==> src/core/scg_regs.svh <==
`ifndef SCG_REGS_SVH
`define SCG_REGS_SVH

// coefficient and data word width, and width of the wide intermediate
`define SCG_WORD_W 24
`define SCG_PROD_W 50
// reset value of the coefficient register
`define SCG_COEFF_RST 24'h000000
// fraction bits of the coefficient: 0x400000 is unity gain
`define SCG_FRAC_BITS 22
// rounding constant, half an lsb of the scaled result
`define SCG_ROUND_BIT 21
// last bit index of a serial access
`define SCG_LAST_BIT 5'h17
// saturation limits of a 24-bit signed word
`define SCG_POS_MAX 24'h7fffff
`define SCG_NEG_MAX 24'h800000

`endif

==> src/core/scg_pkg.sv <==
`include "scg_regs.svh"

package scg_pkg;
    // signed data and coefficient word
    typedef logic signed [`SCG_WORD_W-1:0] scg_word_t;
    // wide intermediate for differences and products
    typedef logic signed [`SCG_PROD_W-1:0] scg_wide_t;

    // serial access states, one-hot
    typedef enum logic [2:0] {
        SCG_IDLE = 3'h1,
        SCG_WR = 3'h2,
        SCG_RD = 3'h4
    } scg_state_t;

    // clamp a wide signed value into a data word
    function automatic scg_word_t scg_sat(input scg_wide_t v);
        scg_wide_t hi;
        scg_wide_t lo;
        hi = scg_wide_t'(signed'(`SCG_POS_MAX));
        lo = scg_wide_t'(signed'(`SCG_NEG_MAX));
        if (v > hi) begin
            return `SCG_POS_MAX;
        end else if (v < lo) begin
            return `SCG_NEG_MAX;
        end
        return v[`SCG_WORD_W-1:0];
    endfunction
endpackage

==> src/core/scg_mul_if.sv <==
`timescale 1ns/1ps

// carries offset-corrected samples into the gain stage and back
interface scg_mul_if;
    logic in_valid;
    scg_pkg::scg_word_t in_data;
    scg_pkg::scg_word_t coeff;
    logic bypass;
    logic out_valid;
    scg_pkg::scg_word_t out_data;

    modport src (output in_valid, output in_data, output coeff, output bypass,
                 input out_valid, input out_data);
    modport stage (input in_valid, input in_data, input coeff, input bypass,
                   output out_valid, output out_data);
endinterface

==> src/core/scg_gain_stage.sv <==
`timescale 1ns/1ps
`include "scg_regs.svh"

module scg_gain_stage (
    // clock and reset
    input wire logic mclk,
    input wire logic reset,
    // sample path
    scg_mul_if.stage mif
);
    import scg_pkg::*;

    scg_wide_t prod;
    scg_wide_t scaled;
    logic out_valid_ff;
    scg_word_t out_data_ff;

    // signed q2.22 product, rounded to nearest so error stays under an lsb
    always_comb begin
        prod = scg_wide_t'(mif.in_data) * scg_wide_t'(mif.coeff);
        scaled = (prod + (scg_wide_t'(1) <<< `SCG_ROUND_BIT)) >>> `SCG_FRAC_BITS;
    end

    // one register stage; bypass passes the sample untouched
    always_ff @(posedge mclk) begin
        if (reset) begin
            out_valid_ff <= 1'b0;
            out_data_ff <= `SCG_COEFF_RST;
        end else begin
            out_valid_ff <= mif.in_valid;
            if (mif.in_valid) begin
                out_data_ff <= mif.bypass ? mif.in_data : scg_sat(scaled);
            end
        end
    end

    assign mif.out_valid = out_valid_ff;
    assign mif.out_data = out_data_ff;
endmodule

==> src/core/scg_top.sv <==
`timescale 1ns/1ps
`include "scg_regs.svh"

module scg_top (
    // clock and reset
    input wire logic mclk,
    input wire logic reset,
    // serial register access, framed by the interface logic upstream
    input wire logic acc_start,
    input wire logic acc_write,
    input wire logic bit_stb,
    input wire logic sdi,
    output logic sdo,
    output logic acc_done,
    output logic wr_dropped,
    // calibration sequencer
    input wire logic cal_busy,
    input wire logic cal_done,
    input wire scg_pkg::scg_word_t cal_result,
    // control bits and offset coefficient
    input wire logic self_gain_bypass,
    input wire logic self_offset_bypass,
    input wire scg_pkg::scg_word_t self_cal_offset_coeff,
    // conversion path
    input wire logic raw_valid,
    input wire scg_pkg::scg_word_t raw_result,
    output logic res_valid,
    output scg_pkg::scg_word_t res_data,
    // coefficient readout
    output scg_pkg::scg_word_t coeff_value
);
    import scg_pkg::*;

    scg_state_t state_ff;
    scg_state_t nxt_state;
    logic [4:0] bit_cnt_ff;
    logic [`SCG_WORD_W-1:0] shift_ff;
    scg_word_t self_cal_gain_coeff_ff;
    logic busy_seen_ff;
    logic done_ff;
    logic dropped_ff;
    logic sdo_ff;
    logic last_bit;
    logic commit;
    logic off_valid_ff;
    scg_word_t off_data_ff;
    logic res_valid_ff;
    scg_word_t res_data_ff;
    scg_wide_t diff;

    scg_mul_if mif();

    // msb-first shift of one serial bit into a word, shared by shifter and commit
    function automatic logic [`SCG_WORD_W-1:0] scg_shift_in(input logic [`SCG_WORD_W-1:0] w,
            input logic b);
        return {w[`SCG_WORD_W-2:0], b};
    endfunction

    // last strobe of a 24-bit access
    assign last_bit = bit_stb && (bit_cnt_ff == `SCG_LAST_BIT);

    // write lands only if no calibration was seen during the access
    // cal_busy is checked live too: busy_seen_ff cannot yet hold the last strobe edge
    assign commit = state_ff[1] && last_bit && !busy_seen_ff && !cal_busy;

    // access sequencing
    always_comb begin
        nxt_state = state_ff;
        case (state_ff)
            SCG_IDLE: begin
                if (acc_start) begin
                    nxt_state = acc_write ? SCG_WR : SCG_RD;
                end
            end
            SCG_WR: begin
                if (last_bit) begin
                    nxt_state = SCG_IDLE;
                end
            end
            SCG_RD: begin
                if (last_bit) begin
                    nxt_state = SCG_IDLE;
                end
            end
            default: begin
                nxt_state = SCG_IDLE;
            end
        endcase
    end

    always_ff @(posedge mclk) begin
        if (reset) begin
            state_ff <= SCG_IDLE;
        end else begin
            state_ff <= nxt_state;
        end
    end

    // bit counter, restarts with every access
    always_ff @(posedge mclk) begin
        if (reset) begin
            bit_cnt_ff <= 5'h00;
        end else if (state_ff[0]) begin
            bit_cnt_ff <= 5'h00;
        end else if (bit_stb) begin
            bit_cnt_ff <= bit_cnt_ff + 5'h01;
        end
    end

    // shifter: loads coefficient for reads, msb leaves and enters first
    always_ff @(posedge mclk) begin
        if (reset) begin
            shift_ff <= `SCG_COEFF_RST;
        end else if (state_ff[0] && acc_start) begin
            shift_ff <= acc_write ? `SCG_COEFF_RST : self_cal_gain_coeff_ff;
        end else if (!state_ff[0] && bit_stb) begin
            shift_ff <= scg_shift_in(shift_ff, sdi);
        end
    end

    // a calibration anywhere inside a write voids it, not only at the end
    always_ff @(posedge mclk) begin
        if (reset) begin
            busy_seen_ff <= 1'b0;
        end else if (state_ff[0]) begin
            busy_seen_ff <= acc_start && cal_busy;
        end else if (cal_busy) begin
            busy_seen_ff <= 1'b1;
        end
    end

    // coefficient register; calibration result outranks a host write
    always_ff @(posedge mclk) begin
        if (reset) begin
            self_cal_gain_coeff_ff <= `SCG_COEFF_RST;
        end else if (cal_done) begin
            self_cal_gain_coeff_ff <= cal_result;
        end else if (commit) begin
            self_cal_gain_coeff_ff <= scg_shift_in(shift_ff, sdi);
        end
    end

    // access status pulses
    always_ff @(posedge mclk) begin
        if (reset) begin
            done_ff <= 1'b0;
            dropped_ff <= 1'b0;
        end else begin
            done_ff <= !state_ff[0] && last_bit;
            dropped_ff <= state_ff[1] && last_bit && !commit;
        end
    end

    // read data from a flop, kept one bit ahead so it matches the shifter msb
    always_ff @(posedge mclk) begin
        if (reset) begin
            sdo_ff <= 1'b0;
        end else if (state_ff[0]) begin
            sdo_ff <= acc_start && !acc_write && self_cal_gain_coeff_ff[`SCG_WORD_W-1];
        end else if (state_ff[2] && bit_stb) begin
            sdo_ff <= !last_bit && shift_ff[`SCG_WORD_W-2];
        end else if (!state_ff[2]) begin
            sdo_ff <= 1'b0;
        end
    end

    // status pulses and readout come straight from flops
    assign acc_done = done_ff;
    assign wr_dropped = dropped_ff;
    // read data stands on sdo from the access start, msb first
    assign sdo = sdo_ff;
    assign coeff_value = self_cal_gain_coeff_ff;

    // offset stage ahead of the gain stage
    always_comb begin
        diff = scg_wide_t'(raw_result);
        if (!self_offset_bypass) begin
            diff = scg_wide_t'(raw_result) - scg_wide_t'(self_cal_offset_coeff);
        end
    end

    always_ff @(posedge mclk) begin
        if (reset) begin
            off_valid_ff <= 1'b0;
            off_data_ff <= `SCG_COEFF_RST;
        end else begin
            off_valid_ff <= raw_valid;
            if (raw_valid) begin
                off_data_ff <= scg_sat(diff);
            end
        end
    end

    // gain stage sees the live coefficient; system corrections follow later
    assign mif.in_valid = off_valid_ff;
    assign mif.in_data = off_data_ff;
    assign mif.coeff = self_cal_gain_coeff_ff;
    assign mif.bypass = self_gain_bypass;

    scg_gain_stage u_gain (
        .mclk(mclk),
        .reset(reset),
        .mif(mif)
    );

    // output register handed to the system offset stage
    always_ff @(posedge mclk) begin
        if (reset) begin
            res_valid_ff <= 1'b0;
            res_data_ff <= `SCG_COEFF_RST;
        end else begin
            res_valid_ff <= mif.out_valid;
            if (mif.out_valid) begin
                res_data_ff <= mif.out_data;
            end
        end
    end

    assign res_valid = res_valid_ff;
    assign res_data = res_data_ff;
endmodule

==> config.mk <==
export PLATFORM = sky130hd
export DESIGN_NAME = scg_top
export DESIGN_NICKNAME = d
export VERILOG_FILES = /design/src/core/scg_pkg.sv /design/src/core/scg_mul_if.sv /design/src/core/scg_gain_stage.sv /design/src/core/scg_top.sv
export VERILOG_INCLUDE_DIRS = /design/src /design/src/core
export SDC_FILE = /design/constraint.sdc
export NUM_CORES = 2
export LEC_CHECK = 0
export ABC_AREA = 0
export BUFFER_PORTS_ARGS = -buffer_cell sky130_fd_sc_hd__buf_2
export CORE_MARGIN = 8
export CORE_UTILIZATION = 55
export DETAILED_ROUTE_END_ITERATION = 6
export PLACE_DENSITY = 0.73
export SLEW_MARGIN = 20
export SYNTH_ARGS = -nofsm -noshare
export SYNTH_HDL_FRONTEND = slang
export SYNTH_SLANG_ARGS = --single-unit
==> constraint.sdc <==
create_clock -name mclk -period 8.85 [get_ports mclk]
set_input_delay 0 -clock mclk [delete_from_list [all_inputs] [get_ports mclk]]
set_output_delay 0 -clock mclk [all_outputs]
set_load 0.01 [all_outputs]
After elaboration in Yosys (flattened, before gate mapping)
Cells that the tools add are included.
{ "word_totals": {"reg_bits": 134, "input_bits": 83, "out_inout_bits": 52, "wordCells": 84} }
{ "classes": {"addsub": 3, "multipliers": 1, "magnitude_cmp": 4, "eq_ne": 7, "muxes": 30, "reduce_logical": 25} }
{ "op_table": {"columns": ["cell", "n"], "rows": [
  ["24-bit two-way mux", 9],
  ["23-bit two-way mux", 3],
  ["50-bit by 24-bit greater-than comparator with 1-bit output, second input constant", 1],
  ["50-bit by 24-bit < comparator with 1-bit output, second input constant", 1],
  ["50-bit two-way mux", 1],
  ["48-bit by 23-bit adder with 49-bit output, second input constant", 1],
  ["24-bit by 24-bit multiplier with 48-bit output", 1],
  ["28-bit by 24-bit greater-than comparator with 1-bit output, second input constant", 1],
  ["28-bit by 24-bit < comparator with 1-bit output, second input constant", 1],
  ["24-bit by 24-bit subtractor with 25-bit output", 1],
  ["1-bit logical AND", 13],
  ["1-bit two-way mux", 13],
  ["3-bit two-way mux", 3],
  ["1-bit zero test", 6],
  ["3-bit case mux with 2 select lines", 1],
  ["2-bit nonzero test", 3],
  ["5-bit by 1-bit adder with 5-bit output, second input constant", 1],
  ["5-bit == test, second input constant", 1],
  ["2-bit OR reduction", 2],
  ["3-bit by 1-bit == test with 1-bit output, second input constant", 1],
  ["3-bit by 2-bit == test with 1-bit output, second input constant", 1],
  ["3-bit == test, second input constant", 1],
  ["3-bit by 2-bit inequality test with 1-bit output, second input constant", 1],
  ["2-bit by 1-bit inequality test with 1-bit output, second input constant", 1],
  ["other kinds (2)", 2]
]} }

Logic depth before layout (Yosys ltp)
{ "depth": {"ltp_word": 9, "depth_mapped": 31, "mapped_depth_nobuf": 26} }

Modules after synthesis
A second synthesis with hierarchy kept.
{ "hier_totals": {"cells_unflattened": 3171, "hier_area_um2": 28350.9} }
{ "by_module_without_submodules": {"columns": ["module", "instances", "cells_each", "area_each_um2", "seq_area_each_um2"], "rows": [
  ["scg_gain_stage", 1, 2442, 22238.8, 500.5],
  ["scg_top", 1, 729, 6112.1, 2182.1]
]} }

Least setup slack after synthesis
No wires, ideal clock.
{ "synth_timing": {"path_type": "reg-to-reg", "from": "reg off_data_ff[23], in the netlist mif.in_data[23]", "to": "reg u_gain.out_data_ff[10], in the netlist u_gain.mif.out_data[10]", "t_arrival_ns": 7.616, "required_time_ns": 8.730, "slack_ns": 1.115, "stages_incl_launch_ff": 29, "path_buffers": 5, "period_less_slack_ns": 7.735, "path_cell_list": "dfxtp_1 -> clkbuf_1 -> clkbuf_1 -> and2_1 -> fa_1 -> fa_1 -> inv_1 -> fa_1 -> inv_1 -> fa_1 -> inv_1 -> fa_1 -> inv_1 -> fa_1 -> fa_1 -> ha_1 -> clkbuf_1 -> and4_1 -> and3_1 -> inv_1 -> o221ai_1 -> mux2i_1 -> nand3b_1 -> nor4_1 -> or3_1 -> buf_2 -> and3_4 -> buf_6 -> a211o_1"} }
{ "synth_between": {"elab_chain_len": 9, "word_cells_on_any_way": 11} }
{ "synth_lines": {"columns": ["item", "line", "source"], "rows": [
  ["start: declaration", "scg_top.sv:46", "scg_word_t off_data_ff;"],
  ["start signal: assignment", "scg_top.sv:185", "off_data_ff <= `SCG_COEFF_RST;"],
  ["start signal: assignment", "scg_top.sv:189", "off_data_ff <= scg_sat(diff);"],
  ["24-bit by 24-bit multiplier with 48-bit output (*)", "scg_gain_stage.sv:20", "prod = scg_wide_t'(mif.in_data) * scg_wide_t'(mif.coeff);"],
  ["48-bit by 23-bit adder with 49-bit output (*)", "scg_gain_stage.sv:21", "scaled = (prod + (scg_wide_t'(1) <<< `SCG_ROUND_BIT)) >>> `SCG_FRAC_BITS;"],
  ["28-bit by 24-bit < comparator with 1-bit output", "scg_pkg.sv:24", "end else if (v < lo) begin"],
  ["1-bit two-way mux", "scg_pkg.sv:24", null],
  ["1-bit two-way mux", "scg_pkg.sv:22", "if (v > hi) begin"],
  ["1-bit two-way mux", "scg_gain_stage.sv:31", "if (mif.in_valid) begin"],
  ["1-bit two-way mux", "scg_gain_stage.sv:26", "if (reset) begin"],
  ["24-bit two-way mux (*)", "scg_pkg.sv:27", "return v[`SCG_WORD_W-1:0];"],
  ["24-bit two-way mux (*)", "scg_gain_stage.sv:32", "out_data_ff <= mif.bypass ? mif.in_data : scg_sat(scaled);"],
  ["end signal: assignment", "scg_gain_stage.sv:28", "out_data_ff <= `SCG_COEFF_RST;"],
  ["end signal: assignment", "scg_gain_stage.sv:32", null],
  ["end: declaration", "scg_gain_stage.sv:16", "scg_word_t out_data_ff;"]
]} }
Mark *: on every way between the ends. The rest lies on a longest branch, timed or not. The select of a mux whose other input is x is not followed.
A chain may end at the register's enable or synchronous reset.

Worst setup path in the final report
{ "layout_timing": {"from": "reg off_data_ff[17], in the netlist mif.in_data[17]", "to": "reg u_gain.out_data_ff[4], in the netlist u_gain.mif.out_data[4]"} }
The elaborated chain is that of the path after synthesis.

==> impl_metrics.ini <==
[power]
leakage_uw = 0.0154
ir_worst_vdd_mv = 0.223
powerDensity_nw_per_um2 = 246

[floorplan]
core-area_um2 = 51200
die_y_um = 243
die_w_um = 243
start_util_pct = 55.5
io_pins = 135
placementRows = 83
die-area_um2 = 59200

[timing]
fin_crit_sh_pct = 94.3
min_period_ps = 8340
worst_slew_pin_slew_ps = 1180
fmax_mhz = 120
finalMaxSlewViolations = 0
setup_viol = 0
hold_violations = 0
fin_ws_ps = 507
rsz0062_at_grt = false
fin_setup_tns_ps = 0
slew_headroom_pct = 20.9
skew_ps = 20.6
timing.hold.ws_ps = 8.19

[final_layout]
drive_gt1_share_pct = 8.51
final_cells = 3969
diodes = 0
area_delta_synth_final_pct = 8.58
fillCellCount = 4341
layout.nets = 4128

[drt]
dr.pass1.iters = 7
num_vias = 22500
wl_mm = 81.6
drc = 0
wl_per_cell_um = 20.6
ant_nets = 0
drt_iter0_markers = 1884
via_per_inst = 5.68

[global_route]
grt_use_total_pct = 28.4
grt_overflow = 0
busiest_layer = met2
grt_pass1_vias = 24700
grt_pass1_wl_mm = 134
grt_start_max_net_pins = 107
use_met1_pct = 37.1
met3_usage_pct = 6.41
use_met2_pct = 45.6
antenna_found_initial = 2

[place]
post-dp-hpwl_mm = 65.1
dp_slack_ps = 581
globalplace.congestion = 1.00
portBuffers = 134
dp_cells = 3909

[worst_hold_path]
min_path_type = in2reg

[logic_synthesis]
ys_seq_area_share_pct = 9.44
synth_edf_count = 0
synth.cell_area_um2 = 28400
ys.flop_type = dfxtp_1
async_reset_ff_share_pct = 0
syn_avg_cell_area_um2 = 8.92
synthesis.instances = 3187
yosys_warnings = 0
synth_nets = 4039
synthDistinctLibCells = 74
ys_ff_latch = 134

[clock_network]
cts_tree = yes
cts_max_path_buffers = 2
root_buffer = clkbuf_16
cts_made_buffers = 17
cts.sinks = 134
post_cts_buffers = 0
insertion_delay_ps = 440
htree_levels = 4
path_clk_slew_ps = 60

[run_status]
status = completed

[worst_setup_path]
crit_path_max_fanout = 16
arrival_ps = 8650
cp-start-kind = flop
endpoint_kind = flop
critPathRequiredTime_ps = 9160
critPathKind = reg2reg

[run]
drv_cap = 0
worst max-delay path, cell delays in order (launching register included):
cell,delay [ps]
dfxtp_1,1010
buf_4,260
and2_1,160
fa_1,420
inv_1,80
fa_1,420
fa_1,490
fa_1,530
inv_1,60
fa_1,470
fa_1,540
inv_1,60
fa_1,540
inv_1,50
ha_1,350
nand4_1,390
nor2_1,260
o21ai_0,220
buf_4,240
o21bai_2,140
o21ai_2,100
a31oi_1,230
nor3_1,120
or3_1,550
and3_4,290
a211o_1,260
cells in the final DEF (no fill, tap or decap), drive strengths merged, types with 7 or more instances in the layout:
| master | n |
|---|---|
| mux2i | 54 |
| nor2 | 161 |
| nand2b | 19 |
| maj3 | 20 |
| xor2 | 21 |
| xnor2 | 35 |
| a211oi | 75 |
| buf | 225 |
| o21bai | 10 |
| a21o | 28 |
| fa | 615 |
| nor3 | 17 |
| a21boi | 16 |
| nand2 | 371 |
| inv | 651 |
| ha | 154 |
| a31oi | 11 |
| and2 | 266 |
| nor2b | 7 |
| o21ai | 81 |
| a211o | 8 |
| nand3 | 21 |
| nand4 | 13 |
| a21oi | 103 |
| dfxtp | 134 |
| o21a | 14 |
| o211ai | 10 |
| dlygate4sd3 | 28 |
| and3 | 10 |
| nor3b | 28 |
| clkbuf | 18 |
through the flow:
step	instance area (um^2)	util [%]	power, uW
after floorplan	28400	-	5000
after global routing	30900	60.3	8300
after CTS	30800	60.2	7510
final	30900	60.3	7580
after global placement	30000	58.5	6630
after detailed placement	30000	58.5	6690
kinds of logic after synthesis:
| kind of cell | after synthesis | synth area share [%] |
|---|---|---|
| and+or+nand+nor | 937 | 16.2 |
| muxes | 55 | 1.94 |
| adders and majority gates | 789 | 50.8 |
| xor gates and xnor gates | 56 | 1.73 |
| buffers and inverters | 828 | 11.0 |
| DFF | 134 | 9.44 |
| AOI/OAI and AO/OA | 388 | 8.87 |
sequential cells by signal (all words and copies together), names as in the netlist:
name / flops
bit_cnt_ff: 5
busy_seen_ff: 1
coeff_value: 24
acc_done: 1
shift_ff: 23
u_gain.mif.out_valid: 1
mif.in_data: 24
u_gain.mif.out_data: 24
res_valid: 1
state_ff: 3
res_data: 24
mif.in_valid: 1
wr_dropped: 1
sdo: 1
Yosys cell counts, types with 8 or more instances:
library cell | instances | area [um^2]
a21oi_1 | 103 | 515
xnor2_1 | 35 | 307
nand4_1 | 13 | 81.3
nor3b_1 | 27 | 203
maj3_1 | 20 | 200
o21ai_1 | 16 | 80.1
a31oi_1 | 11 | 68.8
o21ai_0 | 64 | 320
nor3_1 | 15 | 75.1
a211o_1 | 8 | 70.1
inv_1 | 644 | 2420
and2_1 | 266 | 1660
and3_1 | 9 | 56.3
o211ai_1 | 9 | 67.6
a21boi_1 | 9 | 67.6
clkbuf_1 | 166 | 623
a211oi_1 | 74 | 556
xor2_1 | 21 | 184
dfxtp_1 | 134 | 2680
o21a_1 | 14 | 105
nand3_1 | 20 | 100
o21bai_1 | 9 | 67.6
buf_2 | 12 | 60.1
mux2i_1 | 54 | 541
nand2b_1 | 19 | 119
fa_1 | 615 | 12300
nand2_1 | 371 | 1390
a21o_1 | 28 | 210
ha_1 | 154 | 1930
nor2_1 | 161 | 604
routing by layer:
metal  part of all wire, %  wire length (um)
met1                    40             32400
met2                    46             37600
met3                   9.7              7890
met4                   4.6              3720
met5                 0.033                27
repair_timing:
action                                 CTS  global route
resized for setup                        0             1
setup endpoints to repair                0             3
hold buffers                            28             0
endpoints found under the hold margin   37             0
power breakdown:
group,total [uW],internal (uW),leakage [uW],switching [uW]
clock network,747,431,0.000287,316
registers,807,678,0.00110,129
logic,6030,2300,0.0140,3730
final timing paths:
kind / startpoint / to / slack (ps) / depth (start not counted)
worst max-delay path: mif.in_data[17]$_SDFFE_PP0P_ / u_gain.mif.out_data[4]$_SDFFE_PP0P_ / 510 / 25
worst min-delay path: cal_result[22] / coeff_value[22]$_SDFFE_PP0P_ / 8 / 3
worst max register to register: mif.in_data[17]$_SDFFE_PP0P_ / u_gain.mif.out_data[4]$_SDFFE_PP0P_ / 510 / 25
worst min register to register: u_gain.mif.out_data[2]$_SDFFE_PP0P_ / u_gain.mif.out_data[2]$_SDFFE_PP0P_ / 480 / 2
cell type report:
cell class,instances,area [um^2],share of cell area [%]
sequential,134,2680,8.70
multi-input combinational,2225,22600,73.3
inverter,645,2420,7.85
clock inverter,14,164,0.531
clock buffer,18,439,1.42
timing repair buffer,253,1690,5.47
tap,680,851,2.76
(Power assumes the default switching activity.)
